`src/hdl/cdob_pkg.sv`:
```
// constants for the compatibility decode and ordering bridge
package cdob_pkg;

  localparam int unsigned ADDR_W     = 40;
  localparam int unsigned RANGES     = 4;
  localparam int unsigned SEQ_W      = 4;
  localparam int unsigned BUS_W      = 8;
  localparam int unsigned NP_MAX     = 4;
  localparam int unsigned NP_CNT_W   = 3;
  localparam int unsigned FLUSH_MAX  = 7;
  localparam int unsigned FLUSH_W    = 3;

  localparam logic [SEQ_W-1:0]    SEQ_LEGACY   = 4'h0;
  localparam logic [BUS_W-1:0]    CFG_BUS_ZERO = 8'h00;
  localparam logic                NOP_ISOC     = 1'b0;
  localparam logic [NP_CNT_W-1:0] NP_CNT_RST   = 3'h0;
  localparam logic [FLUSH_W-1:0]  FLUSH_RST    = 3'h0;
  localparam logic [FLUSH_W-1:0]  FLUSH_TOP    = 3'h7;
  localparam logic [NP_CNT_W-1:0] NP_TOP       = 3'h4;
  localparam logic [SEQ_W-1:0]    SEQ_RST      = 4'h0;

endpackage : cdob_pkg

```
`src/hdl/cdob_bridge.sv`:
```
// request routing, ordering and write-visibility logic of the bridge
`timescale 1ns/100ps
module cdob_bridge (
  // clock and reset
  input  wire logic                        clk,
  input  wire logic                        reset_n,
  // configuration
  input  wire logic                        ppw_all_mode,
  input  wire logic                        np_all_default,
  input  wire logic                        func_header,
  input  wire logic                        end_of_chain,
  input  wire logic [cdob_pkg::RANGES*cdob_pkg::ADDR_W-1:0] rng_base,
  input  wire logic [cdob_pkg::RANGES*cdob_pkg::ADDR_W-1:0] rng_limit,
  input  wire logic [cdob_pkg::RANGES-1:0] rng_en,
  input  wire logic [cdob_pkg::ADDR_W-1:0] leg_base,
  input  wire logic [cdob_pkg::ADDR_W-1:0] leg_limit,
  input  wire logic [cdob_pkg::ADDR_W-1:0] sec_base,
  input  wire logic [cdob_pkg::ADDR_W-1:0] sec_limit,
  // host request in
  input  wire logic                        hreq_valid,
  input  wire logic [cdob_pkg::ADDR_W-1:0] hreq_addr,
  input  wire logic                        hreq_posted,
  input  wire logic                        hreq_isoc,
  input  wire logic [cdob_pkg::SEQ_W-1:0]  hreq_seq,
  output logic                             hreq_ready,
  // downstream request out
  output logic                             dreq_valid,
  output logic [cdob_pkg::ADDR_W-1:0]      dreq_addr,
  output logic                             dreq_default_route,
  output logic                             dreq_posted,
  output logic                             dreq_isoc,
  output logic [cdob_pkg::SEQ_W-1:0]       dreq_seq_tag,
  // completion of a downstream nonposted request
  input  wire logic                        dcpl_valid,
  input  wire logic                        dcpl_legacy,
  // downstream response path
  input  wire logic                        drsp_valid,
  input  wire logic                        drsp_ppw,
  input  wire logic                        drsp_isoc,
  input  wire logic                        posted_stalled,
  output logic                             rsp_valid,
  output logic                             pass_posted_write_flag,
  output logic                             rsp_isoc,
  output logic                             rsp_overtake,
  // upstream peer requests
  input  wire logic                        p2p_valid,
  output logic                             p2p_ack,
  // buffer-release nop
  input  wire logic                        nop_req,
  output logic                             nop_valid,
  output logic                             nop_isoc,
  // primary side of the bridge
  input  wire logic                        pri_valid,
  input  wire logic [cdob_pkg::ADDR_W-1:0] pri_addr,
  input  wire logic                        pri_default_route,
  input  wire logic                        pri_nonposted,
  input  wire logic                        pri_isoc,
  input  wire logic                        pri_cfg,
  input  wire logic [cdob_pkg::BUS_W-1:0]  pri_cfg_bus,
  output logic                             pri_claim,
  output logic                             cpl_isoc,
  // secondary side of the bridge
  input  wire logic                        sec_valid,
  input  wire logic [cdob_pkg::ADDR_W-1:0] sec_addr,
  input  wire logic                        sec_posted,
  input  wire logic                        sec_isoc,
  input  wire logic                        sec_from_legacy,
  output logic                             sec_ready,
  output logic                             fwd_valid,
  output logic [cdob_pkg::ADDR_W-1:0]      fwd_addr,
  output logic                             fwd_posted,
  output logic                             fwd_isoc,
  // flush tracking
  output logic                             flush_valid,
  input  wire logic                        flush_rsp,
  output logic                             write_visible_out
);

  typedef struct packed {
    logic                        hreq_ready;
    logic                        dreq_valid;
    logic [cdob_pkg::ADDR_W-1:0] dreq_addr;
    logic                        dreq_dflt;
    logic                        dreq_posted;
    logic                        dreq_isoc;
    logic [cdob_pkg::SEQ_W-1:0]  dreq_seq;
    logic                        leg_out;
    logic [cdob_pkg::NP_CNT_W-1:0] np_cnt;
    logic                        rsp_valid;
    logic                        rsp_ppw;
    logic                        rsp_isoc;
    logic                        rsp_ovt;
    logic                        p2p_ack;
    logic                        nop_valid;
    logic                        nop_isoc;
    logic                        pri_claim;
    logic                        cpl_isoc;
    logic                        sec_ready;
    logic                        fwd_valid;
    logic [cdob_pkg::ADDR_W-1:0] fwd_addr;
    logic                        fwd_posted;
    logic                        fwd_isoc;
    logic                        flush_valid;
    logic [cdob_pkg::FLUSH_W-1:0] flush_cnt;
    logic                        wvis;
  } cdob_state_t;

  cdob_state_t st_q;
  cdob_state_t st_d;

  logic rst_s1_q;
  logic rst_n_q;
  logic pos_hit;
  logic leg_hit;
  logic sec_hit;
  logic take;
  logic tgt_leg;
  logic is_np;
  logic np_done;
  logic leg_done;
  logic fl_issue;

  // reset released through two flops; asserts at once
  always_ff @(posedge clk or negedge reset_n) begin
    if (!reset_n) begin
      rst_s1_q <= 1'b0;
      rst_n_q  <= 1'b0;
    end else begin
      rst_s1_q <= 1'b1;
      rst_n_q  <= rst_s1_q;
    end
  end

  cdob_range_match u_pos (
    .addr       (hreq_addr),
    .base_flat  (rng_base),
    .limit_flat (rng_limit),
    .en         (rng_en),
    .hit        (pos_hit)
  );

  // compat chain own range, also the legacy memory range
  assign leg_hit = hreq_addr >= leg_base && hreq_addr <= leg_limit;
  assign sec_hit = sec_addr >= sec_base && sec_addr <= sec_limit;

  // miss on every range goes default-routed
  assign tgt_leg = !(pos_hit || leg_hit) || leg_hit;
  assign take    = hreq_valid && st_q.hreq_ready;

  // nonposted channel for legacy-range requests, or with np_all_default for default-routed ones instead
  always_comb begin
    is_np = !hreq_posted;
    if (np_all_default && !(pos_hit || leg_hit))
      is_np = 1'b1;
    if (!np_all_default && leg_hit)
      is_np = 1'b1;
  end

  assign np_done  = dcpl_valid && !dcpl_legacy && st_q.np_cnt != '0;
  assign leg_done = dcpl_valid && dcpl_legacy && st_q.leg_out;
  assign fl_issue = sec_valid && st_q.sec_ready && sec_posted &&
                    sec_from_legacy &&
                    (func_header || !sec_hit);

  always_comb begin
    st_d = st_q;

    // host to chain request
    st_d.dreq_valid = take;
    if (take) begin
      st_d.dreq_addr = hreq_addr;
      // hits of positive ranges leave the flag clear
      st_d.dreq_dflt = !(pos_hit || leg_hit);
      st_d.dreq_posted = !is_np;
      st_d.dreq_isoc = hreq_isoc;
      st_d.dreq_seq  = hreq_seq;
      if (tgt_leg)
        st_d.dreq_seq = cdob_pkg::SEQ_LEGACY;
    end

    // outstanding accounting, legacy never mixed with others
    if (leg_done)
      st_d.leg_out = 1'b0;
    if (np_done)
      st_d.np_cnt = st_q.np_cnt - 1'b1;
    if (take && is_np && tgt_leg)
      st_d.leg_out = 1'b1;
    if (take && is_np && !tgt_leg)
      st_d.np_cnt = st_d.np_cnt + 1'b1;
    // held request other than a nonposted legacy one may join others
    // a nonposted legacy request only ever sees ready with nothing outstanding
    st_d.hreq_ready = !st_d.leg_out && st_d.np_cnt == '0 ||
                      !st_d.leg_out && !take &&
                      st_d.np_cnt != cdob_pkg::NP_TOP &&
                      hreq_valid && !(is_np && tgt_leg);

    // peer requests acknowledged regardless of legacy state
    st_d.p2p_ack = p2p_valid;

    // downstream responses
    st_d.rsp_valid = drsp_valid;
    // mode sets the flag on every response
    st_d.rsp_ppw  = drsp_ppw || ppw_all_mode;
    st_d.rsp_isoc = drsp_isoc;
    // flagged response overtakes stalled posted traffic
    st_d.rsp_ovt  = drsp_valid && (drsp_ppw || ppw_all_mode) &&
                    posted_stalled;

    st_d.nop_valid = nop_req;
    st_d.nop_isoc  = cdob_pkg::NOP_ISOC;

    // primary claim, no unit tag involved
    st_d.pri_claim = pri_valid &&
                     (pri_default_route || end_of_chain ||
                      // function header answers config bus zero
                      (func_header && pri_cfg &&
                       pri_cfg_bus == cdob_pkg::CFG_BUS_ZERO));
    // flagged nonposted request yields flagged response
    st_d.cpl_isoc = pri_valid && pri_nonposted && pri_isoc;

    st_d.fwd_valid = sec_valid && st_q.sec_ready &&
                     (func_header || !sec_hit);
    if (sec_valid && st_q.sec_ready) begin
      st_d.fwd_addr   = sec_addr;
      st_d.fwd_posted = sec_posted;
      st_d.fwd_isoc   = sec_isoc;
    end

    // flush after each forwarded legacy posted write
    st_d.flush_valid = fl_issue;
    // counter; issue and response together cancel
    // a stray answer with nothing outstanding must not swallow an issue
    if (fl_issue && !(flush_rsp && st_q.flush_cnt != '0))
      st_d.flush_cnt = st_q.flush_cnt + 1'b1;
    else if (!fl_issue && flush_rsp && st_q.flush_cnt != '0)
      st_d.flush_cnt = st_q.flush_cnt - 1'b1;
    // stall the secondary side before the counter could wrap
    st_d.sec_ready = st_d.flush_cnt < cdob_pkg::FLUSH_TOP - 1'b1;
    // visible only with no flush outstanding
    st_d.wvis = st_d.flush_cnt == '0 && !fl_issue;
  end

  always_ff @(posedge clk or negedge rst_n_q) begin
    if (!rst_n_q) begin
      st_q           <= '0;
      st_q.np_cnt    <= cdob_pkg::NP_CNT_RST;
      st_q.flush_cnt <= cdob_pkg::FLUSH_RST;
      st_q.dreq_seq  <= cdob_pkg::SEQ_RST;
      st_q.hreq_ready <= 1'b1;
      st_q.sec_ready <= 1'b1;
      st_q.wvis      <= 1'b1;
    end else begin
      st_q <= st_d;
    end
  end

  assign hreq_ready             = st_q.hreq_ready;
  assign dreq_valid             = st_q.dreq_valid;
  assign dreq_addr              = st_q.dreq_addr;
  assign dreq_default_route     = st_q.dreq_dflt;
  assign dreq_posted            = st_q.dreq_posted;
  assign dreq_isoc              = st_q.dreq_isoc;
  assign dreq_seq_tag           = st_q.dreq_seq;
  assign rsp_valid              = st_q.rsp_valid;
  assign pass_posted_write_flag = st_q.rsp_ppw;
  assign rsp_isoc               = st_q.rsp_isoc;
  assign rsp_overtake           = st_q.rsp_ovt;
  assign p2p_ack                = st_q.p2p_ack;
  assign nop_valid              = st_q.nop_valid;
  // zero flag on nops, registered like every output
  assign nop_isoc               = st_q.nop_isoc;
  assign pri_claim              = st_q.pri_claim;
  assign cpl_isoc               = st_q.cpl_isoc;
  assign sec_ready              = st_q.sec_ready;
  assign fwd_valid              = st_q.fwd_valid;
  assign fwd_addr               = st_q.fwd_addr;
  assign fwd_posted             = st_q.fwd_posted;
  assign fwd_isoc               = st_q.fwd_isoc;
  assign flush_valid            = st_q.flush_valid;
  assign write_visible_out      = st_q.wvis;
endmodule : cdob_bridge

```
`src/hdl/cdob_range_match.sv`:
```
// positive-decode range comparator bank
`timescale 1ns/100ps
module cdob_range_match #(
  parameter int unsigned N = cdob_pkg::RANGES,
  parameter int unsigned W = cdob_pkg::ADDR_W
) (
  // address under test
  input  wire logic [W-1:0]   addr,
  // range table, entry i in slice i
  input  wire logic [N*W-1:0] base_flat,
  input  wire logic [N*W-1:0] limit_flat,
  input  wire logic [N-1:0]   en,
  // result
  output logic                hit
);
  logic [N-1:0] hits;

  genvar gi;
  generate
    for (gi = 0; gi < N; gi++) begin : g_rng
      // limits are inclusive
      assign hits[gi] = en[gi] &&
                        addr >= base_flat[gi*W +: W] &&
                        addr <= limit_flat[gi*W +: W];
    end
  endgenerate

  assign hit = |hits;

endmodule : cdob_range_match

```
`config.mk`:
```
export PLATFORM = sky130hd
export DESIGN_NAME = cdob_bridge
export DESIGN_NICKNAME = d
export VERILOG_FILES = /design/src/hdl/cdob_pkg.sv /design/src/hdl/cdob_bridge.sv /design/src/hdl/cdob_range_match.sv
export SDC_FILE = /design/constraint.sdc
export NUM_CORES = 1
export LEC_CHECK = 0
export BUFFER_PORTS_ARGS = -buffer_cell sky130_fd_sc_hd__buf_2
export CELL_PAD_IN_SITES_DETAIL_PLACEMENT = 1
export CELL_PAD_IN_SITES_GLOBAL_PLACEMENT = 1
export CORE_AREA = 2 2 289 291
export DETAILED_ROUTE_END_ITERATION = 8
export DIE_AREA = 0 0 291 293
export GPL_TIMING_DRIVEN = 0
export PLACE_DENSITY_LB_ADDON = 0.1
export SLEW_MARGIN = 20
export SYNTH_ARGS = -nofsm -noshare
export SYNTH_HDL_FRONTEND = slang
export SYNTH_SLANG_ARGS = --single-unit
```
`constraint.sdc`:
```
create_clock -name clk -period 3.53 [get_ports clk]
set_clock_uncertainty 0.15 [all_clocks]
set_input_delay 0.5295 -clock clk [delete_from_list [all_inputs] [get_ports clk]]
set_output_delay 0.5295 -clock clk [all_outputs]
set_load 0.05 [all_outputs]
```
Word level (Yosys, flattened, before mapping) --
Cells that the tools add are included.
Operators by class: order comparisons 13, muxes and demuxes 9, add/subtract/negate cells 4, reductions and logical operators 68, equal/unequal tests 1
Operators with widths (number):
- 40-bit greater-or-equal comparator | 6
- 40-bit <= comparator | 6
- 1-bit logical AND | 43
- 1-bit zero test | 12
- 3-bit 2-to-1 mux | 4
- 8-bit zero test | 1
- 1-bit logical OR | 7
- 3-bit by 1-bit adder with 3-bit output (second input constant) | 2
- 3-bit zero test | 2
- 3-bit nonzero test | 2
- 3-bit by 1-bit subtractor with 3-bit output (second input constant) | 2
- 1-bit 2-to-1 mux | 4
- 4-bit 2-to-1 mux | 1
- 4-bit OR reduction | 1
- 3-bit less-than comparator (second input constant) | 1
- 3-bit != test (second input constant) | 1
Word-level totals: output and inout port bits 104, input port bits 643, register bits 112, word-level logic and storage cells 122

Depth between registers and ports, before layout --
Gate-level depths: netlist of the first run.
word-level depth 18, depth in mapped cells 12, depth with buffers taken out 12

Cells and area by module --
From an unflattened synthesis of the first run, not the netlist that was laid out.
Unflattened totals: cells, all modules 2169, area total of the unflattened synthesis 16988.8 um^2
Modules (own cells, without submodules):
- cdob_bridge | cells each 1040, times used 1, area each 9067.4 um^2
- cdob_range_match | cells each 1129, times used 1, area each 7921.3 um^2

Least setup slack after synthesis of the first run --
OpenSTA, ideal clock, no wires.
path type input -> register, start point input port rng_base[29] in the netlist's numbering, end point register st_q[59] in the netlist's numbering, cell stages on the path 11, data required time 3.255 ns, data arrival time 2.900 ns, library setup time 0.125 ns, path slack 0.355 ns, cells stage by stage inv_1 ha_1 nand4_2 or4_4 nor4_1 a211oi_1 a211o_1 nand3_2 o21ai_4 or3_4 mux2_4
RTL lines:
- start, declared | RTL line cdob_bridge.sv:12 | input wire logic [cdob_pkg::RANGES*cdob_pkg::ADDR_W-1:0] rng_base,
- end signal, assigned | RTL line cdob_bridge.sv:253 | st_q <= st_d;
- end, declared | RTL line cdob_bridge.sv:108 | cdob_state_t st_q;

==> results of run 1 <==
repair_timing:
item / CTS / global route
pin swaps: 14 / 15
cloned: 0 / 0
hold endpoints to repair: 2 / 0
setup endpoints to repair: 11 / 7
hold buffers: 1 / 0
buffers inserted: 5 / 3
gates resized for setup: 63 / 35
registers in the layout (all words and copies together) (netlist names), 4 cells and up:
register / cells
dreq_seq_tag: 4
dreq_addr: 40
st_q: 7
fwd_addr: 40
cell usage after synthesis (4+ instances only):
library cell,count,share of area (%)
inv_1,487,11
ha_1,486,36
a21oi_1,159,4.7
nand2_1,113,2.5
dfrtp_1,109,16
nand4_1,87,3.2
buf_4,85,3.7
mux2_2,82,5.4
o21ai_0,67,2.0
a21o_1,65,2.9
nor2_1,49,1.1
nand3_1,45,1.3
a211oi_1,24,1.1
nor2b_1,20,0.73
nor3_1,20,0.59
o211ai_1,17,0.75
nor4_1,14,0.51
o21a_1,14,0.61
a2111oi_0,8,0.41
a221oi_1,7,0.36
and3_1,7,0.26
and4_1,7,0.36
nand2b_1,7,0.26
xnor2_1,7,0.36
a211o_1,6,0.31
a31oi_1,6,0.22
clkbuf_1,6,0.13
o31ai_1,5,0.22
buf_1,4,0.088
o21ai_1,4,0.12
o22ai_1,4,0.15
or4_1,4,0.18
power by group:
part           switching, mW  internal (mW)  total [mW]
Clock                  0.587          0.655        1.24
Sequential             0.262           1.78        2.04
Combinational           3.61           2.16        5.77
kinds of logic (layout without fill, tap and decap cells):
family	count (synthesis)	in the layout	synth area share, %
DFF	112	112	16.4
adders and majority gates	486	486	35.6
muxes	86	86	5.66
and+or+nand+nor	391	391	11.8
other	2	21	0.0439
buffers and inverters	583	1317	14.7
AOI/OAI and AO/OA	419	419	15.5
xor gates and xnor gates	8	8	0.410
cell type report:
type | instances | area, um^2
Timing Repair Buffer | 718 | 3810
Sequential cell | 112 | 2810
Multi-Input combinational cell | 1392 | 12100
Fill cell | 10042 | 58900
Inverter | 488 | 1840
Clock inverter | 6 | 96.3
Antenna cell | 19 | 47.5
Buffer | 95 | 676
Tap cell | 1070 | 1340
Clock buffer | 10 | 239
layer usage:
layer | routed length, um | GRT usage (%) | up-vias
met5 | 184 | 0 | -
met4 | 1670 | 4.47 | 30
met3 | 3990 | 3.40 | 105
met2 | 43800 | 36.6 | 415
met1 | 35700 | 23.1 | 8477
li1 | - | - | 8660
through the flow:
stage          cell area, um^2  setup WS, ns  hold slack (ns)
3_3_place_gp             22000         -2.59            0.166
6_report                 23000      -0.00119           0.0927
2_1_floorplan            17100        0.0341           0.0839
4_1_cts                  22700      0.000833           0.0596
3_5_place_dp             22100         -1.95            0.165
5_1_grt                  23000       -0.0669           0.0550
how the worst max path moves through the flow:
stage	end	depth (start not counted)	slack [ns]	start
final	st_q[59]	12	-0.001	hreq_addr[33]
after global routing	st_q[59]	12	-0.07	hreq_addr[23]
after CTS	st_q[59]	12	0.0008	hreq_addr[12]
after detailed placement	st_q[59]	13	-1.95	hreq_addr[0]
after global placement	st_q[59]	13	-2.59	hreq_addr[0]
after floorplan	cpl_isoc	0	0.03	rst_n_q
worst reg2reg max path, cell delays in order (launching register included):
cell and delay (ns):
dfrtp_1 0.33, inv_1 0.06, ha_1 0.20, ha_1 0.18, nor3b_1 0.51, nor2_1 0.08
a21oi_1 0.24, ha_1 0.30, nor3_1 0.17, a31oi_1 0.11, o22a_1 0.19, a21oi_1 0.15
==> key figures, run 1 <==
CTS
  • TritonCTS clock tree: built
  • H-tree depth: 3
  • CTS buffer count: 9
  • Reg clk slew, reported paths: ~0.09 ns
  • Clock Root Buffer: clkbuf_16
  • Worst-Skew Late Latency: 0.39 ns
  • Clock sinks: 112
  • Clk buf depth: 2

Detailed routing
  • Drt drc: 0
  • Post-Route WL: 85300 um
  • Number of vias per cell: 4.52
  • ANT nets after route: 0
  • TritonRoute pass-1 iters: 4
  • Vias: 17687
  • WL per Instance: 21.8 um
  • DR iter-0 viols: approximately 470

Setup path
  • Crit-path leading delay family: simple AND/OR/NAND/NOR gates
  • Critical path, cell by cell: buf_2 -> ha_1 -> nand4_1 -> nor4_4 -> nand2_2 -> or4_1 -> o22ai_2 -> o22ai_2 -> nand3_4 -> o21ai_4 -> or3_4 -> mux2_4
  • Worst-path fanout max: 11
  • CP startpoint kind: primary input
  • Worst endpoint data arrival time: 3.64 ns
  • Worst setup EP type: flop
  • Buf+Inv Stages, Crit Path: 1
  • WS Path Type: in2reg
  • CP peak stage delay: just over 0.5 ns
  • Max stage delay cell, worst path: or4_1
  • Reg-to-Reg End: hreq_ready
  • Reg2reg setup slack: 0.79 ns
  • Top cell by count, worst path: o22ai_2
  • Req. time, crit path: 3.64 ns
  • Reg-to-reg startpoint: st_q[58]
  • FF-to-FF path depth: 11

Final layout
  • Most frequent cells in the layout: buf_2, inv_1, ha_1
  • Nets: 3945
  • Area Growth Syn to Fin: 34.4%
  • Commonest non-fill, non-tap cell in the layout: buf_2
  • Final core utilization: 28.1%
  • Final Non-Filler Cells: 3910
  • Share of cells above drive strength 1: 33.9%

Timing
  • Final hold viol count: 0
  • Final setup vio count: 1
  • Final setup TNS: -0.00119 ns
  • Tmin final: 3.53 ns
  • RSZ-0062 raised after global routing: yes
  • Relative slew slack: 35.2%
  • PnR worst setup slack: -0.00119 ns
  • Period utilization: 100%
  • Tightest Pin Transition: between 0.9 and 1 ns
  • FMAX: around 0.28 GHz
  • Final Max Tran Viols: 0

Power and ir drop
  • Tot Pwr: roughly 9.1 mW
  • IR drop worst, VDD: ~400 uV
  • Pwr/cell area: 394 nW/um^2
  • P_leak: between 10 and 15 nW

Global routing
  • Initial antenna violation count: 45
  • Gr ovfl total: 0
  • Number of global-route vias before repair: 19413
  • First-pass GRT wire length: 124000 um
  • Largest net degree at the start of global routing: 42
  • Gr usage total: 19.6%

Synthesis
  • Most used flip-flop cell after synthesis: dfrtp_1
  • Syn nets: 3216
  • Synth warn: 0
  • Synth async-reset ratio: 100%
  • Post-synth EDFFs: 0
  • Cell Area, Synth: 17100 um^2
  • Sequential fraction of the synthesis area: 16.4%
  • Mapped Cells: 2087
  • Synth Register Bits: 112
  • Synthesized area per cell: 8.19 um^2
  • Unique masters post-synth: 73

Place
  • Routability cong.: between 0.8 and 0.9
  • I/O Buffers: 705
  • Placed instance count: 3866
  • DPL Wire Length: 74200 um

Die
  • Cell Rows: ~110
  • Die width: 291 um
  • Ports: about 750
  • Full die area: 85300 um^2
  • Die Ht: 293 um
  • Core box area: 81800 um^2
  • Initial Util: 20.9%

Worst hold path
  • Hold worst-path end: p2p_ack
  • Hold path depth: 1
  • Hold_sp: p2p_valid
  • Hold Crit Class: in2reg

Run
  • Max-cap violations: 0

Outcome
  • Outcome: finished, violations left
  • Violated checks: setup timing
Note: power is estimated with default switching activity, not from simulation.
==> inputs of run 2 (changes only) <==
--- a/config.mk
+++ b/config.mk
@@ -9,8 +9,10 @@
 export CELL_PAD_IN_SITES_DETAIL_PLACEMENT = 1
 export CELL_PAD_IN_SITES_GLOBAL_PLACEMENT = 1
 export CORE_AREA = 2 2 289 291
+export CTS_BUF_LIST = sky130_fd_sc_hd__clkbuf_16
 export DETAILED_ROUTE_END_ITERATION = 8
 export DIE_AREA = 0 0 291 293
+export GPL_ROUTABILITY_DRIVEN = 0
 export GPL_TIMING_DRIVEN = 0
 export PLACE_DENSITY_LB_ADDON = 0.1
 export SLEW_MARGIN = 20
==> run 2 against run 1 <==
Net effect: the flow now finishes without violations; clock power hardly changed; die area stayed put; largest cell class unchanged; via count is 0.13% lower; combinational power hardly changed; largest power group unchanged; count of clock-buffer cells in the layout is 1 lower; register-to-register slack hardly changed; routed wire length hardly changed; sequential share of layout area hardly changed; maximum frequency is 0.35% higher; non-clock buffer count stayed put.
==> key figures, run 2 (synthesis gave the netlist of run 1 again) <==
Power and ir drop
  • IR drop worst, VDD: 398 uV (about the same)
  • Tot Pwr: 9.03 mW (-0.18%)
  • P_leak: 13.4 nW (about the same)
  • Pwr/cell area: 393 nW/um^2 (-0.16%)

Timing
  • Tmin final: 3.52 ns (-0.0123 ns)
  • Final Max Tran Viols: 0 (unchanged)
  • Relative slew slack: 37.5% (+2.3 points)
  • Final hold viol count: 0 (unchanged)
  • Hold slack final: 0.0927 ns (+0.00000340 ns)
  • RSZ-0062 raised after global routing: yes
  • PnR worst setup slack: 0.0111 ns (+0.0123 ns)
  • Period utilization: 99.7% (-0.35 points)
  • Tightest Pin Transition: 0.937 ns (-0.0345 ns)
  • Final setup vio count: 0 (-1)
  • FMAX: 0.284 GHz (+0.35%)
  • Final setup TNS: 0 ns (+0.00119 ns)

Global routing
  • First-pass GRT wire length: 124000 um (about the same)
  • Gr usage total: 19.6% (about the same)
  • Largest net degree at the start of global routing: 42 (unchanged)
  • Number of global-route vias before repair: 19412 (-0.0052%)
  • Gr ovfl total: 0 (unchanged)
  • Initial antenna violation count: 45 (unchanged)

Worst hold path
  • Hold worst-path end: p2p_ack
  • Hold path depth: 1 (unchanged)
  • Hold Crit Class: in2reg
  • Hold_sp: p2p_valid

Final layout
  • Most frequent cells in the layout: buf_2, inv_1, ha_1
  • FILL cells: 10049 (+0.070%)
  • Area occupied by multi-input gates: 12100 um^2 (unchanged)
  • Final instance area: 23000 um^2 (about the same)
  • Final core utilization: 28.1% (about the same)
  • Share of cells above drive strength 1: 33.9% (-0.035 points)
  • Seq. cell area: 2810 um^2 (unchanged)
  • Nets: 3945 (unchanged)
  • Final Non-Filler Cells: 3912 (+0.051%)
  • Area Growth Syn to Fin: 34.4% (about the same)
  • Commonest non-fill, non-tap cell in the layout: buf_2

Detailed routing
  • Drt drc: 0 (unchanged)
  • Vias: 17664 (-0.13%)
  • ANT nets after route: 0 (unchanged)
  • TritonRoute pass-1 iters: 4 (unchanged)
  • WL per Instance: 21.8 um (about the same)
  • Post-Route WL: 85400 um (about the same)
  • DR iter-0 viols: 469 (+0.21%)
  • Number of vias per cell: 4.52 (-0.18%)

Die
  • Full die area: 85300 um^2 (unchanged)
  • Die width: 291 um (unchanged)
  • Core box area: 81800 um^2 (unchanged)
  • Initial Util: 20.9% (unchanged)
  • Ports: 747 (unchanged)
  • Die Ht: 293 um (unchanged)
  • Cell Rows: 105 (unchanged)

Setup path
  • CP startpoint kind: primary input
  • Reg2reg setup slack: 0.79 ns (about the same)
  • Req. time, crit path: 3.64 ns (about the same)
  • Reg-to-Reg End: hreq_ready
  • Worst-path fanout max: 11 (unchanged)
  • FF-to-FF path depth: 11 (unchanged)
  • WS Path Type: in2reg
  • Worst setup EP type: flop
  • Worst endpoint data arrival time: 3.63 ns (about the same)
  • Reg-to-reg startpoint: st_q[58]

CTS
  • Worst-Skew Late Latency: 0.39 ns (about the same)
  • Clock sinks: 112 (unchanged)
  • Clk buf depth: 2 (unchanged)
  • CTS buffer count: 9 (unchanged)
  • H-tree depth: 3 (unchanged)
  • Clock Root Buffer: clkbuf_16
  • TritonCTS clock tree: built
  • Reg clk slew, reported paths: 0.09 ns (about the same)

Place
  • Placed Area: 22100 um^2 (unchanged)
  • DP Worst Slack: -1.95 ns (unchanged)
  • I/O Buffers: 705 (unchanged)
  • DPL Wire Length: 74200 um (unchanged)
  • Placed instance count: 3866 (unchanged)

Run
  • Max-cap violations: 0 (unchanged)

Outcome
  • Outcome: completed
-- run 2: changes by cell type in the layout (fill, tap and decap cells not counted), sizes merged --
cell    before  now
diode       19   21
clkbuf      20   19
clkinv       0    1
-- run 2: critical path: stages --
cell     delay, ns
buf_2         0.24
ha_1          0.36
nand4_1       0.24
nor4_4        0.28
nand2_2       0.25
or4_1         0.51
o22ai_2       0.20
o22ai_2       0.15
nand3_4       0.15
o21ai_4       0.07
or3_4         0.34
mux2_4        0.30
-- run 2: worst max-delay path by stage --
stage	start	to	slack, ns	cells past startpoint
floorplan	rst_n_q	cpl_isoc	0.03	0
global placement	hreq_addr[0]	st_q[59]	-2.59	13
finish	hreq_addr[33]	st_q[59]	0.01	12
detailed placement	hreq_addr[0]	st_q[59]	-1.95	13
global route	hreq_addr[23]	st_q[59]	-0.07	12
CTS	hreq_addr[12]	st_q[59]	0.0008	12
-- run 2: area by class of cell --
cell class | instances | share of cell area, %
tap | 1070 | 5.83
buffer | 95 | 2.94
inverter | 488 | 7.99
antenna | 21 | 0.229
multi-input combinational | 1392 | 52.8
clock inverter | 7 | 0.436
sequential | 112 | 12.2
clock buffer | 9 | 0.980
timing repair buffer | 718 | 16.6
-- run 2: layer usage --
metal  vias to the layer above  GRT usage (%)  share of wire (%)
met5                         -              0               0.22
met4                        30           4.47                1.9
li1                       8662              -                  -
met2                       404           36.6                 51
met1                      8467           23.1                 42
met3                       101           3.40                4.7
-- run 2: timing repair --
item | in CTS | in global routing
gates resized for setup | 63 | 35
setup endpoints to repair | 11 | 7
hold endpoints to repair | 2 | 0
setup buffers | 5 | 3
pin swaps | 14 | 15
cloned | 0 | 0
hold buffers | 1 | 0
-- run 2: where the power goes --
group / leakage (nW) / internal (mW) / switching (mW) / total (mW)
clock network: 0.156 / 0.633 / 0.592 / 1.22
registers: 1.33 / 1.78 / 0.262 / 2.04
logic: 11.9 / 2.16 / 3.61 / 5.77
total: 13.4 / 4.57 / 4.47 / 9.03
